$ cat config.mk
export PLATFORM = sky130hd
export DESIGN_NAME = gcs_regs
export DESIGN_NICKNAME = d
export VERILOG_FILES = /design/src/rtl/gcs_pkg.sv /design/src/rtl/gcs_pin_sync.sv /design/src/rtl/gcs_diag_drive.sv /design/src/rtl/gcs_regs.sv
export SDC_FILE = /design/constraint.sdc
export NUM_CORES = 1
export LEC_CHECK = 0
export ABC_AREA = 1
export BUFFER_PORTS_ARGS = -buffer_cell sky130_fd_sc_hd__buf_2
export CORE_AREA = 2 2 112 168
export CTS_CLUSTER_DIAMETER = 60
export DETAILED_ROUTE_END_ITERATION = 12
export DIE_AREA = 0 0 114 170
export HOLD_SLACK_MARGIN = 0.02
export PLACE_DENSITY = 0.76
export SLEW_MARGIN = 0
export SYNTH_ARGS = -nofsm -noshare
export SYNTH_HDL_FRONTEND = slang
export SYNTH_SLANG_ARGS = --single-unit
$ cat constraint.sdc
create_clock -name core_clk_i -period 12.5 [get_ports core_clk_i]
set_input_delay 2.5 -clock core_clk_i [delete_from_list [all_inputs] [get_ports core_clk_i]]
set_output_delay 2.5 -clock core_clk_i [all_outputs]
set_load 0.03 [all_outputs]
$ cat src/rtl/gcs_pkg.sv
// package for the global configuration and status register bank
// assumes a serial front end that decodes frames into register accesses
package gcs_pkg;

  // ****************************************
  // register offsets
  // ****************************************
  localparam logic [6:0] GCS_ADDR_CONF   = 7'h00;
  localparam logic [6:0] GCS_ADDR_STATUS = 7'h01;
  localparam logic [6:0] GCS_ADDR_COUNT  = 7'h02;

  // ****************************************
  // field positions
  // ****************************************
  localparam int GCS_CONF_W        = 18;
  localparam int GCS_BIT_IRQ_PP    = 12;
  localparam int GCS_BIT_CMP_PP    = 13;
  localparam int GCS_BIT_SMALL_HYS = 14;
  localparam int GCS_BIT_STOP_EN   = 15;
  localparam int GCS_BIT_DIRECT    = 16;
  localparam int GCS_BIT_TEST      = 17;
  localparam int GCS_ST_RESET      = 0;
  localparam int GCS_ST_DRV_ERR    = 1;
  localparam int GCS_ST_PUMP_UNDERVOLTAGE_FLAG      = 2;
  localparam int GCS_STATUS_W      = 3;
  localparam int GCS_COUNT_W       = 8;
  localparam int GCS_COIL_A_LSB    = 0;
  localparam int GCS_COIL_B_LSB    = 16;
  localparam int GCS_COIL_W        = 9;
  localparam int GCS_SCALE_W       = 5;

  // ****************************************
  // reset values and shifts
  // ****************************************
  localparam logic [GCS_CONF_W-1:0]   GCS_CONF_RST   = 18'h0_0000;
  localparam logic [GCS_STATUS_W-1:0] GCS_STATUS_RST = 3'h1;
  localparam logic [GCS_COUNT_W-1:0]  GCS_COUNT_RST  = 8'h00;
  localparam logic [2:0]              GCS_HYS_WIDE   = 3'h4;  // band = 1/16
  localparam logic [2:0]              GCS_HYS_NARROW = 3'h5;  // band = 1/32
  localparam int                      GCS_SCALE_SHIFT = 5;    // scale / 32
  localparam int                      GCS_SYNC_STAGES = 3;

endpackage : gcs_pkg

$ cat src/rtl/gcs_pin_sync.sv
// three-stage synchroniser for a pin input
// assumes the pin is asynchronous to core_clk_i; output changes once stages two and three agree
`timescale 1ns/1ps
module gcs_pin_sync (
  input  wire logic core_clk_i,
  input  wire logic rst_b_i,
  input  wire logic pin_i,
  output logic      level_o
);
  import gcs_pkg::*;

  logic [GCS_SYNC_STAGES-1:0] stage;

  // shift chain; first stage is read only by the second
  always_ff @(posedge core_clk_i) begin
    if (!rst_b_i) begin
      stage <= 3'h0;
    end else begin
      stage <= {stage[GCS_SYNC_STAGES-2:0], pin_i};
    end
  end

  // accept a new level only when the last two stages agree, filtering a one-cycle glitch
  always_ff @(posedge core_clk_i) begin
    if (!rst_b_i) begin
      level_o <= 1'b0;
    end else if (stage[1] == stage[2]) begin
      level_o <= stage[2];
    end
  end

endmodule : gcs_pin_sync

$ cat src/rtl/gcs_diag_drive.sv
// drive stage for one diagnostic pin: open collector active low or push-pull active high
// assumes the pad resolves the wire from out and the active-low output enable
`timescale 1ns/1ps
module gcs_diag_drive (
  input  wire logic core_clk_i,
  input  wire logic rst_b_i,
  input  wire logic push_pull_i,
  input  wire logic active_i,
  output logic      pin_o,
  output logic      pin_oe_b_o
);

  // open collector pulls low when active and floats otherwise;
  // push-pull always drives and shows the event high
  always_ff @(posedge core_clk_i) begin
    if (!rst_b_i) begin
      pin_o      <= 1'b0;
      pin_oe_b_o <= 1'b1;             // released: nothing driven in reset
    end else if (push_pull_i) begin
      pin_o      <= active_i;
      pin_oe_b_o <= 1'b0;
    end else begin
      pin_o      <= 1'b0;
      pin_oe_b_o <= ~active_i;
    end
  end

endmodule : gcs_diag_drive

$ cat src/rtl/gcs_regs.sv
// global configuration and status register bank of the stepper controller
// assumes a serial front end on core_clk_i presenting decoded register accesses,
// and driver, motion and analog blocks that consume the steering outputs
//
// Contract
// - bit 12: irq pin push-pull high, else open-collector
// - bit 13: compare pin push-pull high, else open-collector
// - bit 14 picks hysteresis 1/32, else 1/16
// - bit 15 plus high halt pin stops steps
// - bit 16: target position holds direct coil currents
// - direct coil currents scaled by hold setting
// - direct mode disables velocity current regulation
// - bit 17 routes analog test onto index pin
// - writing one clears a status flag
// - status bit 0 set after any reset
// - status bit 1 latches driver shutdown
// - driver error clear needs temperature back OK
// - status bit 2 latches pump undervoltage
// - driver disabled while pump undervoltage persists
// - counter increments per good UART write
// - reads leave counter unchanged
// - counter frozen in SPI operation
// - counter wraps 255 to 0
`timescale 1ns/1ps
module gcs_regs #(
  parameter int RATE_W = 16
) (
  input  wire logic                            core_clk_i,
  input  wire logic                            rst_b_i,
  // register access from the serial front end
  input  wire logic                            reg_wr_i,
  input  wire logic                            reg_rd_i,
  input  wire logic [6:0]                      reg_addr_i,
  input  wire logic [31:0]                     reg_wdata_i,
  output logic      [31:0]                     reg_rdata_o,
  output logic                                 reg_rvalid_o,
  input  wire logic                            uart_mode_i,
  input  wire logic                            uart_write_ok_i,
  // driver health
  input  wire logic                            drv_shutdown_i,
  input  wire logic                            over_temp_i,
  input  wire logic                            pump_undervoltage_flag_i,
  output logic                                 driver_disable_o,
  // diagnostic pins
  input  wire logic                            irq_event_i,
  input  wire logic                            compare_event_i,
  output logic                                 irq_diag_pin_o,
  output logic                                 irq_diag_pin_oe_b_o,
  output logic                                 compare_diag_pin_o,
  output logic                                 compare_diag_pin_oe_b_o,
  // step frequency comparison
  input  wire logic [RATE_W-1:0]               step_rate_i,
  input  wire logic [RATE_W-1:0]               rate_thresh_i,
  output logic                                 rate_above_o,
  // emergency stop
  input  wire logic                            enc_a_halt_input_i,
  output logic                                 halt_steps_o,
  // direct coil current mode
  input  wire logic [31:0]                     target_position_i,
  input  wire logic [gcs_pkg::GCS_SCALE_W-1:0] standstill_current_scale_i,
  output logic                                 direct_mode_o,
  output logic                                 vel_current_reg_en_o,
  output logic signed [gcs_pkg::GCS_COIL_W-1:0] coil_a_current_o,
  output logic signed [gcs_pkg::GCS_COIL_W-1:0] coil_b_current_o,
  // index pin
  input  wire logic                            enc_index_normal_i,
  input  wire logic                            analog_test_i,
  output logic                                 enc_index_out_pin_o,
  output logic                                 analog_test_en_o
);
  import gcs_pkg::*;

  // ****************************************
  // storage
  // ****************************************
  logic [GCS_CONF_W-1:0]   global_configuration;
  logic [GCS_STATUS_W-1:0] global_status_flags;
  logic [GCS_COUNT_W-1:0]  uart_write_counter;
  logic [GCS_STATUS_W-1:0] clr_req;
  logic                    wr_status;
  logic                    halt_level;

  assign wr_status = reg_wr_i && (reg_addr_i == GCS_ADDR_STATUS);

  // write-one-to-clear mask; driver error clear held off while still hot
  always_comb begin
    clr_req = '0;
    if (wr_status) begin
      clr_req = reg_wdata_i[GCS_STATUS_W-1:0];
      if (over_temp_i) begin
        clr_req[GCS_ST_DRV_ERR] = 1'b0;
      end
    end
  end

  // ****************************************
  // configuration register
  // ****************************************
  // all steering bits clear after reset: open collector, wide band, normal run
  always_ff @(posedge core_clk_i) begin
    if (!rst_b_i) begin
      global_configuration <= GCS_CONF_RST;
    end else if (reg_wr_i && (reg_addr_i == GCS_ADDR_CONF)) begin
      global_configuration <= reg_wdata_i[GCS_CONF_W-1:0];
    end
  end

  // ****************************************
  // global status flags
  // ****************************************
  // a hardware set in the cycle of a clear wins, so no event is lost
  always_ff @(posedge core_clk_i) begin
    if (!rst_b_i) begin
      global_status_flags <= GCS_STATUS_RST;
    end else begin
      global_status_flags[GCS_ST_RESET] <= global_status_flags[GCS_ST_RESET]
                                           & ~clr_req[GCS_ST_RESET];
      global_status_flags[GCS_ST_DRV_ERR] <= drv_shutdown_i
                                           | (global_status_flags[GCS_ST_DRV_ERR]
                                              & ~clr_req[GCS_ST_DRV_ERR]);
      global_status_flags[GCS_ST_PUMP_UNDERVOLTAGE_FLAG] <= pump_undervoltage_flag_i
                                           | (global_status_flags[GCS_ST_PUMP_UNDERVOLTAGE_FLAG]
                                              & ~clr_req[GCS_ST_PUMP_UNDERVOLTAGE_FLAG]);
    end
  end

  // driver kept off for as long as the pump is low, independent of the latched flag
  always_ff @(posedge core_clk_i) begin
    if (!rst_b_i) begin
      driver_disable_o <= 1'b1;
    end else begin
      driver_disable_o <= pump_undervoltage_flag_i;
    end
  end

  // ****************************************
  // interface transmission counter
  // ****************************************
  // only good UART writes count; reads never touch it, natural 8-bit wrap
  always_ff @(posedge core_clk_i) begin
    if (!rst_b_i) begin
      uart_write_counter <= GCS_COUNT_RST;
    end else if (uart_write_ok_i && uart_mode_i) begin
      uart_write_counter <= uart_write_counter + 8'h01;
    end
  end

  // ****************************************
  // read path
  // ****************************************
  // answer one cycle after the read strobe; unmapped offsets read zero
  always_ff @(posedge core_clk_i) begin
    if (!rst_b_i) begin
      reg_rdata_o  <= 32'h0000_0000;
      reg_rvalid_o <= 1'b0;
    end else begin
      reg_rvalid_o <= reg_rd_i;
      if (reg_rd_i) begin
        if (reg_addr_i == GCS_ADDR_CONF) begin
          reg_rdata_o <= {14'h0000, global_configuration};
        end else if (reg_addr_i == GCS_ADDR_STATUS) begin
          reg_rdata_o <= {29'h0000_0000, global_status_flags};
        end else if (reg_addr_i == GCS_ADDR_COUNT) begin
          reg_rdata_o <= {24'h00_0000, uart_write_counter};
        end else begin
          reg_rdata_o <= 32'h0000_0000;
        end
      end
    end
  end

  // ****************************************
  // diagnostic pin drivers
  // ****************************************
  gcs_diag_drive u_irq_drive (
    .core_clk_i  (core_clk_i),
    .rst_b_i     (rst_b_i),
    .push_pull_i (global_configuration[GCS_BIT_IRQ_PP]),
    .active_i    (irq_event_i),
    .pin_o       (irq_diag_pin_o),
    .pin_oe_b_o  (irq_diag_pin_oe_b_o)
  );

  gcs_diag_drive u_cmp_drive (
    .core_clk_i  (core_clk_i),
    .rst_b_i     (rst_b_i),
    .push_pull_i (global_configuration[GCS_BIT_CMP_PP]),
    .active_i    (compare_event_i),
    .pin_o       (compare_diag_pin_o),
    .pin_oe_b_o  (compare_diag_pin_oe_b_o)
  );

  // ****************************************
  // step frequency comparison with hysteresis
  // ****************************************
  logic [2:0]        hys_shift;
  logic [RATE_W-1:0] hys_band;
  logic [RATE_W:0]   upper_lim;
  logic [RATE_W:0]   lower_lim;

  // band is threshold/16 or threshold/32
  always_comb begin
    hys_shift = global_configuration[GCS_BIT_SMALL_HYS] ? GCS_HYS_NARROW : GCS_HYS_WIDE;
    hys_band  = rate_thresh_i >> hys_shift;
    upper_lim = {1'b0, rate_thresh_i} + {1'b0, hys_band};
    lower_lim = {1'b0, rate_thresh_i} - {1'b0, hys_band};
  end

  // switch up above the upper edge, down below the lower one; hold in between
  always_ff @(posedge core_clk_i) begin
    if (!rst_b_i) begin
      rate_above_o <= 1'b0;
    end else if ({1'b0, step_rate_i} > upper_lim) begin
      rate_above_o <= 1'b1;
    end else if ({1'b0, step_rate_i} < lower_lim) begin
      rate_above_o <= 1'b0;
    end
  end

  // ****************************************
  // emergency stop
  // ****************************************
  gcs_pin_sync u_halt_sync (
    .core_clk_i (core_clk_i),
    .rst_b_i    (rst_b_i),
    .pin_i      (enc_a_halt_input_i),
    .level_o    (halt_level)
  );

  // sequencer stops issuing steps and drops to standstill while this is high
  always_ff @(posedge core_clk_i) begin
    if (!rst_b_i) begin
      halt_steps_o <= 1'b0;
    end else begin
      halt_steps_o <= global_configuration[GCS_BIT_STOP_EN] & halt_level;
    end
  end

  // ****************************************
  // direct coil current mode
  // ****************************************
  logic signed [GCS_COIL_W-1:0]    coil_a_raw;
  logic signed [GCS_COIL_W-1:0]    coil_b_raw;
  logic signed [GCS_SCALE_W+1:0]   scale_factor;
  logic signed [GCS_COIL_W+GCS_SCALE_W+1:0] coil_a_prod;
  logic signed [GCS_COIL_W+GCS_SCALE_W+1:0] coil_b_prod;

  // hold setting 0..31 maps to (n+1)/32 of the programmed value
  always_comb begin
    coil_a_raw   = $signed(target_position_i[GCS_COIL_A_LSB +: GCS_COIL_W]);
    coil_b_raw   = $signed(target_position_i[GCS_COIL_B_LSB +: GCS_COIL_W]);
    scale_factor = $signed({2'b00, standstill_current_scale_i}) + 7'sd1;
    coil_a_prod  = (coil_a_raw * scale_factor) >>> GCS_SCALE_SHIFT;
    coil_b_prod  = (coil_b_raw * scale_factor) >>> GCS_SCALE_SHIFT;
  end

  // coil outputs are zero outside direct mode so the driver cannot pick up stale values
  always_ff @(posedge core_clk_i) begin
    if (!rst_b_i) begin
      direct_mode_o        <= 1'b0;
      vel_current_reg_en_o <= 1'b1;
      coil_a_current_o     <= '0;
      coil_b_current_o     <= '0;
    end else begin
      direct_mode_o        <= global_configuration[GCS_BIT_DIRECT];
      vel_current_reg_en_o <= ~global_configuration[GCS_BIT_DIRECT];
      if (global_configuration[GCS_BIT_DIRECT]) begin
        coil_a_current_o <= coil_a_prod[GCS_COIL_W-1:0];
        coil_b_current_o <= coil_b_prod[GCS_COIL_W-1:0];
      end else begin
        coil_a_current_o <= '0;
        coil_b_current_o <= '0;
      end
    end
  end

  // ****************************************
  // index pin and analog test output
  // ****************************************
  // analog path takes over the pin; normal index signal is lost while testing
  always_ff @(posedge core_clk_i) begin
    if (!rst_b_i) begin
      analog_test_en_o    <= 1'b0;
      enc_index_out_pin_o <= 1'b0;
    end else begin
      analog_test_en_o    <= global_configuration[GCS_BIT_TEST];
      enc_index_out_pin_o <= global_configuration[GCS_BIT_TEST] ? analog_test_i
                                                                 : enc_index_normal_i;
    end
  end

endmodule : gcs_regs

* After elaboration in Yosys (flattened, before gate mapping)
Cells that the tools add are included.
Storage, ports and cells: register bits after elaboration 95, bits of input ports 122, output and inout port bits 62, logic and storage cells 63
Cells by class: add/sub/neg operators 4, multiply operators 2, order comparisons 2, equal/unequal tests 3, shift operators 1, muxes and demuxes 11, bitwise gates (word level) 12, reductions and logical operators 8
Operators with widths (number):
- $mul A9 B7 Y14 | 2
- $mux W18 | 1
- $add A16 B16 Y17 | 1
- $gt A16 B17 Y1 | 1
- $lt A16 B17 Y1 | 1
- $sub A16 B16 Y17 | 1
- $mux W8 | 2
- $shr A16 B3 Y16 | 1
- $add A8 B1 Y8 const B | 1
- $eq A7 B1 Y1 const B | 1
- $eq A7 B2 Y1 const B | 1
- $logic_not A7 Y1 | 1
- $mux W1 | 7
- $add A5 B1 Y6 const B | 1
- $not A1 Y1 | 6
- $reduce_and A2 Y1 | 3
- $and A1 B1 Y1 | 4
- $logic_and A1 B1 Y1 | 3
- $mux W3 | 1
- $or A1 B1 Y1 | 2
- $reduce_bool A2 Y1 | 1
- $eq A1 B1 Y1 | 1

* Logic depth before layout (Yosys ltp)
Gate-level depths: netlist (run 1).
depth after elaboration 6, gate-level depth with buffers 26, depth with buffers taken out 25

* Cells and area by module
Synthesis (run 1) repeated with hierarchy kept, for this count alone.
Second synthesis, totals: cells, all modules 1168, area total of the unflattened synthesis 8574.5 um2
Modules (own cells, without submodules):
- gcs_regs | instances 1, cells an instance 1143, area an instance 8345.5 um2, seq. area each 1461.4 um2
- gcs_pin_sync | instances 1, cells an instance 13, area an instance 116.4 um2, seq. area each 80.1 um2
- gcs_diag_drive | instances 2, cells an instance 6, area an instance 56.3 um2, seq. area each 40.0 um2

* Worst setup path before layout (run 1)
OpenSTA, ideal clock, no wires.
path type in2reg, start point input standstill_current_scale_i[0] (netlist bit), end point register coil_a_current_o[8] (netlist bit), setup time 0.113 ns, arrival 6.607 ns, data required time 12.387 ns, slack 5.780 ns, stages 21, buffers on the path 1, path through ha_1 -> nand2_2 -> inv_1 -> nor2_1 -> inv_1 -> clkbuf_1 -> nor2_1 -> fa_1 -> fa_1 -> fa_1 -> inv_1 -> fa_1 -> inv_1 -> ha_1 -> a21oi_1 -> o21ai_0 -> a21o_1 -> nand2_1 -> o311ai_0 -> nor2_1 -> nor2_1
Between the ends: longest elaborated chain between the ends 2
Ends and longest elaborated chain:
- start: declaration | RTL line gcs_regs.sv:60 | input wire logic [gcs_pkg::GCS_SCALE_W-1:0] standstill_current_scale_i,
- $add A5 B1 Y6 | RTL line gcs_regs.sv:252 | scale_factor = $signed({2'b00, standstill_current_scale_i}) + 7'sd1;
- $mul A9 B7 Y14 | RTL line gcs_regs.sv:253 | coil_a_prod = (coil_a_raw * scale_factor) >>> GCS_SCALE_SHIFT;
- end signal: assignment | RTL line gcs_regs.sv:268 | coil_a_current_o <= coil_a_prod[GCS_COIL_W-1:0];
- end: declaration | RTL line gcs_regs.sv:63 | output logic signed [gcs_pkg::GCS_COIL_W-1:0] coil_a_current_o,
Every way passes these cells. A chain may end at the register's enable or synchronous reset.

* Final worst setup path (run 1)
start point input standstill_current_scale_i[0] (netlist bit), end point register coil_a_current_o[7] (netlist bit)
The elaborated chain is that of the path after synthesis.

==> impl_metrics.env, run 1 <==
export IMPL_power_density_nw_per_um2=115
export IMPL_synth_cells=1190
export IMPL_yosys_area_share_simple_pct=20.1
export IMPL_path_buf_inv=5
export IMPL_synthAdderAreaFrac_pct=31.1
export IMPL_fin_crit_sh_pct=57.8
export IMPL_path_depth=22
export IMPL_synth_top_area_cell="dfxtp_1"
export IMPL_first_global_vias=7845
export IMPL_leakage_nw=5.20
export IMPL_synth_cell_types=53
export IMPL_slew_viol_final=0
export IMPL_switching_share_pct=43.1
export IMPL_skew_ns=0.0117
export IMPL_nets=1613
export IMPL_postCtsHoldBufs=0
export IMPL_first_pass_iters=7
export IMPL_synthTopCellsByCount="220 x inv_1, 189 x nand2_1, 136 x nor2_1, 109 x ha_1, 83 x a21oi_1"
export IMPL_grt_max_degree=57
export IMPL_die_area_um2=19400
export IMPL_setup_violations=0
export IMPL_hold_viol=0
export IMPL_coreArea_um2=17900
export IMPL_drt_wl_total_um=20700
export IMPL_clock_latency_ns=0.34
export IMPL_cts_buffers=9
export IMPL_maxCapViolCount=0
export IMPL_critPathMaxStageDelay_ns=0.57
export IMPL_crit_required_ns=12.75
export IMPL_clkPwrFrac_pct=24.5
export IMPL_final_cell_count_no_fill=1537
export IMPL_hold_path_class="reg -> reg"
export IMPL_fmax_mhz=138
export IMPL_synth_mux_area_share_pct=0
export IMPL_hold_path_depth=2
export IMPL_peakVddDrop_uv=88.5
export IMPL_grt_pass1_wl_um=34600
export IMPL_fin_hold_ws_ns=0.417
export IMPL_htreeDepth=3
export IMPL_drt_iter0_markers=376
export IMPL_pwr_share_comb_pct=52.0
export IMPL_syn_to_final_growth_pct=12.6
export IMPL_cts_tree="done"
export IMPL_ant_nets=0
export IMPL_synth_xor_area_share_pct=4.41
export IMPL_cp_arrival_ns=7.47
export IMPL_ys_flop_type="dfxtp_1"
export IMPL_cp_top_family="adder cells"
export IMPL_status="complete, no violations"
export IMPL_start_kind="primary input"
export IMPL_slew_headroom_pct=40.3
export IMPL_ys_ff_latch=81
export IMPL_p_int_mw=0.647
export IMPL_clk_path_buf_depth=2
export IMPL_num_fill_cells=1742
export IMPL_timing_final_crit_period_ns=7.22
export IMPL_dp_hpwl_um=17100
export IMPL_cts_root_buffer="clkbuf_16"
export IMPL_dp_cells=1520
export IMPL_crit_fanout=12
export IMPL_die_w_um=114
export IMPL_synth_top_family_by_area="adder cells"
export IMPL_synth_compound_area_share_pct=13.4
export IMPL_seq_area_frac_synth_pct=18.5
export IMPL_cts_sinks=81
export IMPL_avgSynthCellArea_um2=7.37
export IMPL_synth_edf_count=0
export IMPL_final_setup_tns_ns=0
export IMPL_fin_util_pct=55.3
export IMPL_synth_area_leaders="dfxtp_1 18%, ha_1 16%, fa_1 16%"
export IMPL_ioPinCount=184
export IMPL_drc=0
export IMPL_rows=60
export IMPL_overflow=0
export IMPL_antenna_found_initial=1
export IMPL_yosys_warnings=0
export IMPL_cts_resized=0
export IMPL_die_h_um=170
export IMPL_path_class="in -> reg"
export IMPL_cts_clk_slew_worst_paths_ns=0.07
export IMPL_tightest_slew_ns=0.893
export IMPL_via_count=7892
export IMPL_start_util_pct=49.1
export IMPL_wl_per_cell_um=13.5
export IMPL_async_reset_ff_share_pct=0
export IMPL_seqPwrFrac_pct=23.4
export IMPL_io_buffer_count=141
export IMPL_synth_cell_area_um2=8770
export IMPL_cts_setup_buffers=0
export IMPL_rr_worst_depth=22
export IMPL_endpoint_kind="register"
export IMPL_netSwitchingPower_mw=0.490
export IMPL_gp_congestion=0.887
export IMPL_drive_gt1_share_pct=15.2
export IMPL_final_cell_area_um2=9870
export IMPL_critPathSlowestCell="fa_1"
export IMPL_dpl_cell_area_um2=9560
export IMPL_yosysMostFrequentCell="inv_1"
export IMPL_grt_usage_pct=21.9
export IMPL_grt_setup_unrepaired="false"
export IMPL_cp_cell_sequence="buf_2, ha_1, nand2_2, inv_1, nor2_1, inv_1, nor2_1, fa_1, fa_1, fa_1, inv_1, fa_1, inv_1, ha_1, nand2_1, a21oi_1, a211oi_1, o221ai_1, a21oi_1, nand2_1, nand2_1, nor2_1"
export IMPL_synth_top_cell_area_share_pct=18.5
export IMPL_viasPerCell=5.13
## path summary, 6_finish.rpt
| path | start | endpoint | slack [ns] |
|---|---|---|---|
| worst max-delay path | standstill_current_scale_i[0] | coil_a_current_o[7]$_SDFF_PN0_ | 5.28 |
| worst min-delay path | u_halt_sync.stage[0]$_SDFF_PN0_ | u_halt_sync.stage[1]$_SDFF_PN0_ | 0.42 |
| worst max register to register | global_configuration[14]$_SDFFE_PN0P_ | rate_above_o$_SDFFE_PN0P_ | 8.36 |
| worst min register to register | u_halt_sync.stage[0]$_SDFF_PN0_ | u_halt_sync.stage[1]$_SDFF_PN0_ | 0.42 |
## metal layers
metal	wire length, um	vias up	part of all wire [%]	track usage [%]
met4	691	0	3.3	8.48
met3	911	45	4.4	3.42
li1	-	3985	-	-
met2	11200	209	54	43.2
met1	7900	3653	38	22.7
met5	0	-	0	0
## logic make-up (layout without fill, tap and decap cells)
family          after synthesis  count (layout)
xor+xnor                     42              42
compound gates              207             207
flops                        81              81
other cells                   1              15
simple gates                411             411
fa+ha+maj                   177             177
buf+inv                     271             387
## cell type report
type                       count  area, um^2  area share (%)
timing repair buffer         141         706            7.15
clock inverter                 7        85.1           0.862
inverter                     230         866            8.77
clock buffer                   9         225            2.28
multi-input combinational    851        6100            61.7
antenna                        1        2.50          0.0253
sequential                    81        1620            16.4
tap                          217         272            2.75
## worst min-delay path, cell delays in order, from the launching register on
cell     delay, ns
dfxtp_1       0.31
nand2_1       0.05
inv_1         0.04
## sequential cells by signal (all words and copies together) (netlist names)
name	cells
analog_test_en_o	1
coil_a_current_o	9
coil_b_current_o	9
direct_mode_o	1
driver_disable_o	1
enc_index_out_pin_o	1
global_configuration	18
global_status_flags	3
halt_steps_o	1
rate_above_o	1
reg_rdata_o	18
reg_rvalid_o	1
u_cmp_drive.pin_o	1
u_cmp_drive.pin_oe_b_o	1
u_halt_sync.level_o	1
u_halt_sync.stage	3
u_irq_drive.pin_o	1
u_irq_drive.pin_oe_b_o	1
uart_write_counter	8
vel_current_reg_en_o	1
## cell usage in the layout (no fill, tap or decap), types with 4 or more instances in the layout
master | netlist | routed
o21ai_0 | 66 | 66
nand3_1 | 19 | 19
ha_1 | 109 | 109
clkbuf_16 | 0 | 9
inv_2 | 7 | 7
a21oi_1 | 83 | 83
nor3_1 | 17 | 17
a21o_1 | 5 | 5
nand2_2 | 10 | 10
o211ai_1 | 12 | 12
conb_1 | 1 | 14
buf_2 | 6 | 141
fa_1 | 68 | 68
nor2_1 | 136 | 136
dfxtp_1 | 81 | 81
xor2_1 | 31 | 31
or2_2 | 6 | 6
nand2_1 | 189 | 189
xnor2_1 | 10 | 10
nand4_1 | 16 | 16
a211oi_1 | 5 | 5
o21ai_1 | 11 | 11
o21a_1 | 4 | 4
inv_1 | 220 | 220
nor3_2 | 4 | 4
a31oi_1 | 5 | 5
## power by group through the flow
stage | Clock (mW) | Combinational (mW) | Sequential, mW
2_1_floorplan | 0 | 0.451 | 0.281
3_3_place_gp | 0 | 0.578 | 0.272
3_5_place_dp | 0 | 0.595 | 0.272
4_1_cts | 0.286 | 0.598 | 0.266
5_1_grt | 0.297 | 0.692 | 0.267
6_report | 0.279 | 0.592 | 0.266
## metrics by stage
stage          setup slack [ns]  power, mW
6_report                   5.28       1.14
5_1_grt                    4.94       1.26
4_1_cts                    5.33       1.15
3_5_place_dp               4.98      0.867
3_3_place_gp               5.05      0.850
2_1_floorplan              5.78      0.732
No activity file was read; power rests on OpenSTA's default activity.
==> run 2, diff against run 1 <==
==> constraint.sdc (replaced) <==
create_clock -name core_clk_i -period 7.1 [get_ports core_clk_i]
set_input_delay 1.42 -clock core_clk_i [delete_from_list [all_inputs] [get_ports core_clk_i]]
set_output_delay 1.42 -clock core_clk_i [all_outputs]
set_load 0.03 [all_outputs]
==> run 2 against run 1 <==
Final cell count about the same. Combinational power grew 77%. Sequential share of layout area hardly changed. Critical path depth increased by 1. Clock skew shrank 0.0056 ns. Sequential cell count did not move. Highest routed layer unchanged.
==> impl_metrics.env, run 2 (synthesized netlist as in run 1, its figures left out) <==
export IMPL_status="complete, no violations"
export IMPL_cts_root_buffer="clkbuf_16"
export IMPL_cts_buffers=9
export IMPL_busiest_layer="met2"
export IMPL_layout_commonest_cell="inv_1"
export IMPL_setup_violations=0
export IMPL_drt_iter0_markers=364
export IMPL_clock_latency_ns=0.34
export IMPL_skew_ns=0.00608
export IMPL_final_setup_tns_ns=0
export IMPL_fmax_mhz=166
export IMPL_cts_sinks=81
export IMPL_grt_max_degree=57
export IMPL_use_met3_pct=2.85
export IMPL_drive_gt1_share_pct=15.3
export IMPL_fin_crit_sh_pct=84.6
export IMPL_hold_start="u_halt_sync.stage[0]$_SDFF_PN0_"
export IMPL_via_count=7920
export IMPL_critPathMaxStageDelay_ns=0.55
export IMPL_cts_tree="done"
export IMPL_overflow=0
export IMPL_first_global_vias=7965
export IMPL_final_cell_mix="220 x inv_1, 189 x nand2_1, 141 x buf_2"
export IMPL_hold_path_class="reg -> reg"
export IMPL_cts_resized=0
export IMPL_start_kind="primary input"
export IMPL_cts_setup_buffers=0
export IMPL_num_fill_cells=1758
export IMPL_wl_per_cell_um=13.7
export IMPL_clk_path_buf_depth=2
export IMPL_die_w_um=114
export IMPL_syn_to_final_growth_pct=12.4
export IMPL_cp_arrival_ns=6.25
export IMPL_dp_cells=1521
export IMPL_gp_congestion=0.877
export IMPL_crit_required_ns=7.34
export IMPL_ant_nets=0
export IMPL_reg2reg_slack_ns=2.95
export IMPL_viasPerCell=5.15
export IMPL_nets=1614
export IMPL_ioPinCount=184
export IMPL_path_class="in -> reg"
export IMPL_power_density_nw_per_um2=200
export IMPL_rr_worst_depth=22
export IMPL_hold_viol=0
export IMPL_drt_wl_total_um=21100
export IMPL_coreArea_um2=17900
export IMPL_gr_usage_met1_pct=23.6
export IMPL_drc=0
export IMPL_crit_fanout=12
export IMPL_endpoint_kind="register"
export IMPL_largestRegisters="global_configuration (18), reg_rdata_o (18)"
export IMPL_final_cell_area_um2=9860
export IMPL_cp_cell_sequence="buf_2, nand3_1, nor2_1, inv_1, nand2_1, inv_1, nand2_1, fa_1, fa_1, inv_1, fa_1, inv_1, fa_1, inv_1, ha_1, nand2_1, a21oi_1, a211oi_1, o221ai_1, a21oi_1, nand2_1, nand2_1, nor2_1"
export IMPL_r2r_end="rate_above_o$_SDFFE_PN0P_"
export IMPL_leakage_nw=5.18
export IMPL_rows=60
export IMPL_io_buffer_count=141
export IMPL_grt_pass1_wl_um=35100
export IMPL_die_h_um=170
export IMPL_peakVddDrop_uv=171
export IMPL_final_cell_count_no_fill=1538
export IMPL_dp_hpwl_um=17400
export IMPL_timing_final_crit_period_ns=6.01
export IMPL_grt_setup_unrepaired="false"
export IMPL_dpl_cell_area_um2=9570
export IMPL_grtUsageMet2_pct=44.5
export IMPL_hold_path_depth=2
export IMPL_postCtsHoldBufs=0
export IMPL_hold_end="u_halt_sync.stage[1]$_SDFF_PN0_"
export IMPL_r2r_start="global_configuration[14]$_SDFFE_PN0P_"
export IMPL_slew_viol_final=0
export IMPL_first_pass_iters=6
export IMPL_critPathSlowestCell="fa_1"
export IMPL_cts_clk_slew_worst_paths_ns=0.06
export IMPL_tightest_slew_ns=0.868
export IMPL_slew_headroom_pct=42.1
export IMPL_die_area_um2=19400
export IMPL_total_power_mw=1.97
export IMPL_antenna_found_initial=1
export IMPL_maxCapViolCount=0
export IMPL_grt_usage_pct=22.3
export IMPL_htreeDepth=3
export IMPL_fin_hold_ws_ns=0.418
export IMPL_start_util_pct=49.1
[run 2: cell count changes in the layout (fill, tap and decap cells not counted)]
cell,delta
clkinvlp_4,+3
buf_4,+1
bufinv_16,-1
clkinv_4,-2
[run 2: power by group]
| part | internal [mW] | switching [mW] | total, mW |
|---|---|---|---|
| clock | 0.243 | 0.208 | 0.451 |
| combinational | 0.396 | 0.652 | 1.05 |
| sequential | 0.465 | 0.00467 | 0.469 |
[run 2: cell type report]
| cell class | count | area (um^2) | share of cell area, % |
|---|---|---|---|
| repair buffers | 142 | 713 | 7.24 |
| multi-input cells | 851 | 6100 | 61.9 |
| flip-flops and latches | 81 | 1620 | 16.5 |
| clock inverters | 7 | 60.1 | 0.609 |
| diodes | 1 | 2.50 | 0.0254 |
| well taps | 217 | 272 | 2.75 |
| inverters | 230 | 866 | 8.78 |
| clock buffers | 9 | 225 | 2.28 |
[run 2: metal layers]
metal	part of all wire, %	wire length [um]
met1	38	7920
met2	56	11700
met3	4.2	882
met4	2.7	561
met5	0	0
[run 2: worst max-delay path, delay by kind of cell]
kind | cells | cell delay (ns)
fa+ha+maj | 5 | 2.34
simple gates | 8 | 1.03
buf+inv | 6 | 0.76
compound gates | 4 | 0.66
[run 2: worst max path at each step]
stage | start | endpoint | slack (ns)
after global routing | standstill_current_scale_i[0] | coil_a_current_o[8]$_SDFF_PN0_ | 0.74
after detailed placement | standstill_current_scale_i[0] | coil_a_current_o[8]$_SDFF_PN0_ | 0.77
after floorplan | standstill_current_scale_i[0] | coil_a_current_o[8]$_SDFF_PN0_ | 1.46
after global placement | standstill_current_scale_i[0] | coil_a_current_o[8]$_SDFF_PN0_ | 0.88
final | standstill_current_scale_i[0] | coil_a_current_o[7]$_SDFF_PN0_ | 1.09
after CTS | standstill_current_scale_i[0] | coil_a_current_o[8]$_SDFF_PN0_ | 1.14
[run 2: per-stage QoR]
step / util, % / setup slack [ns]
after floorplan: - / 1.46
after global placement: 53.6 / 0.881
after detailed placement: 53.6 / 0.769
after CTS: 55.2 / 1.14
after global routing: 55.2 / 0.741
final: 55.2 / 1.09
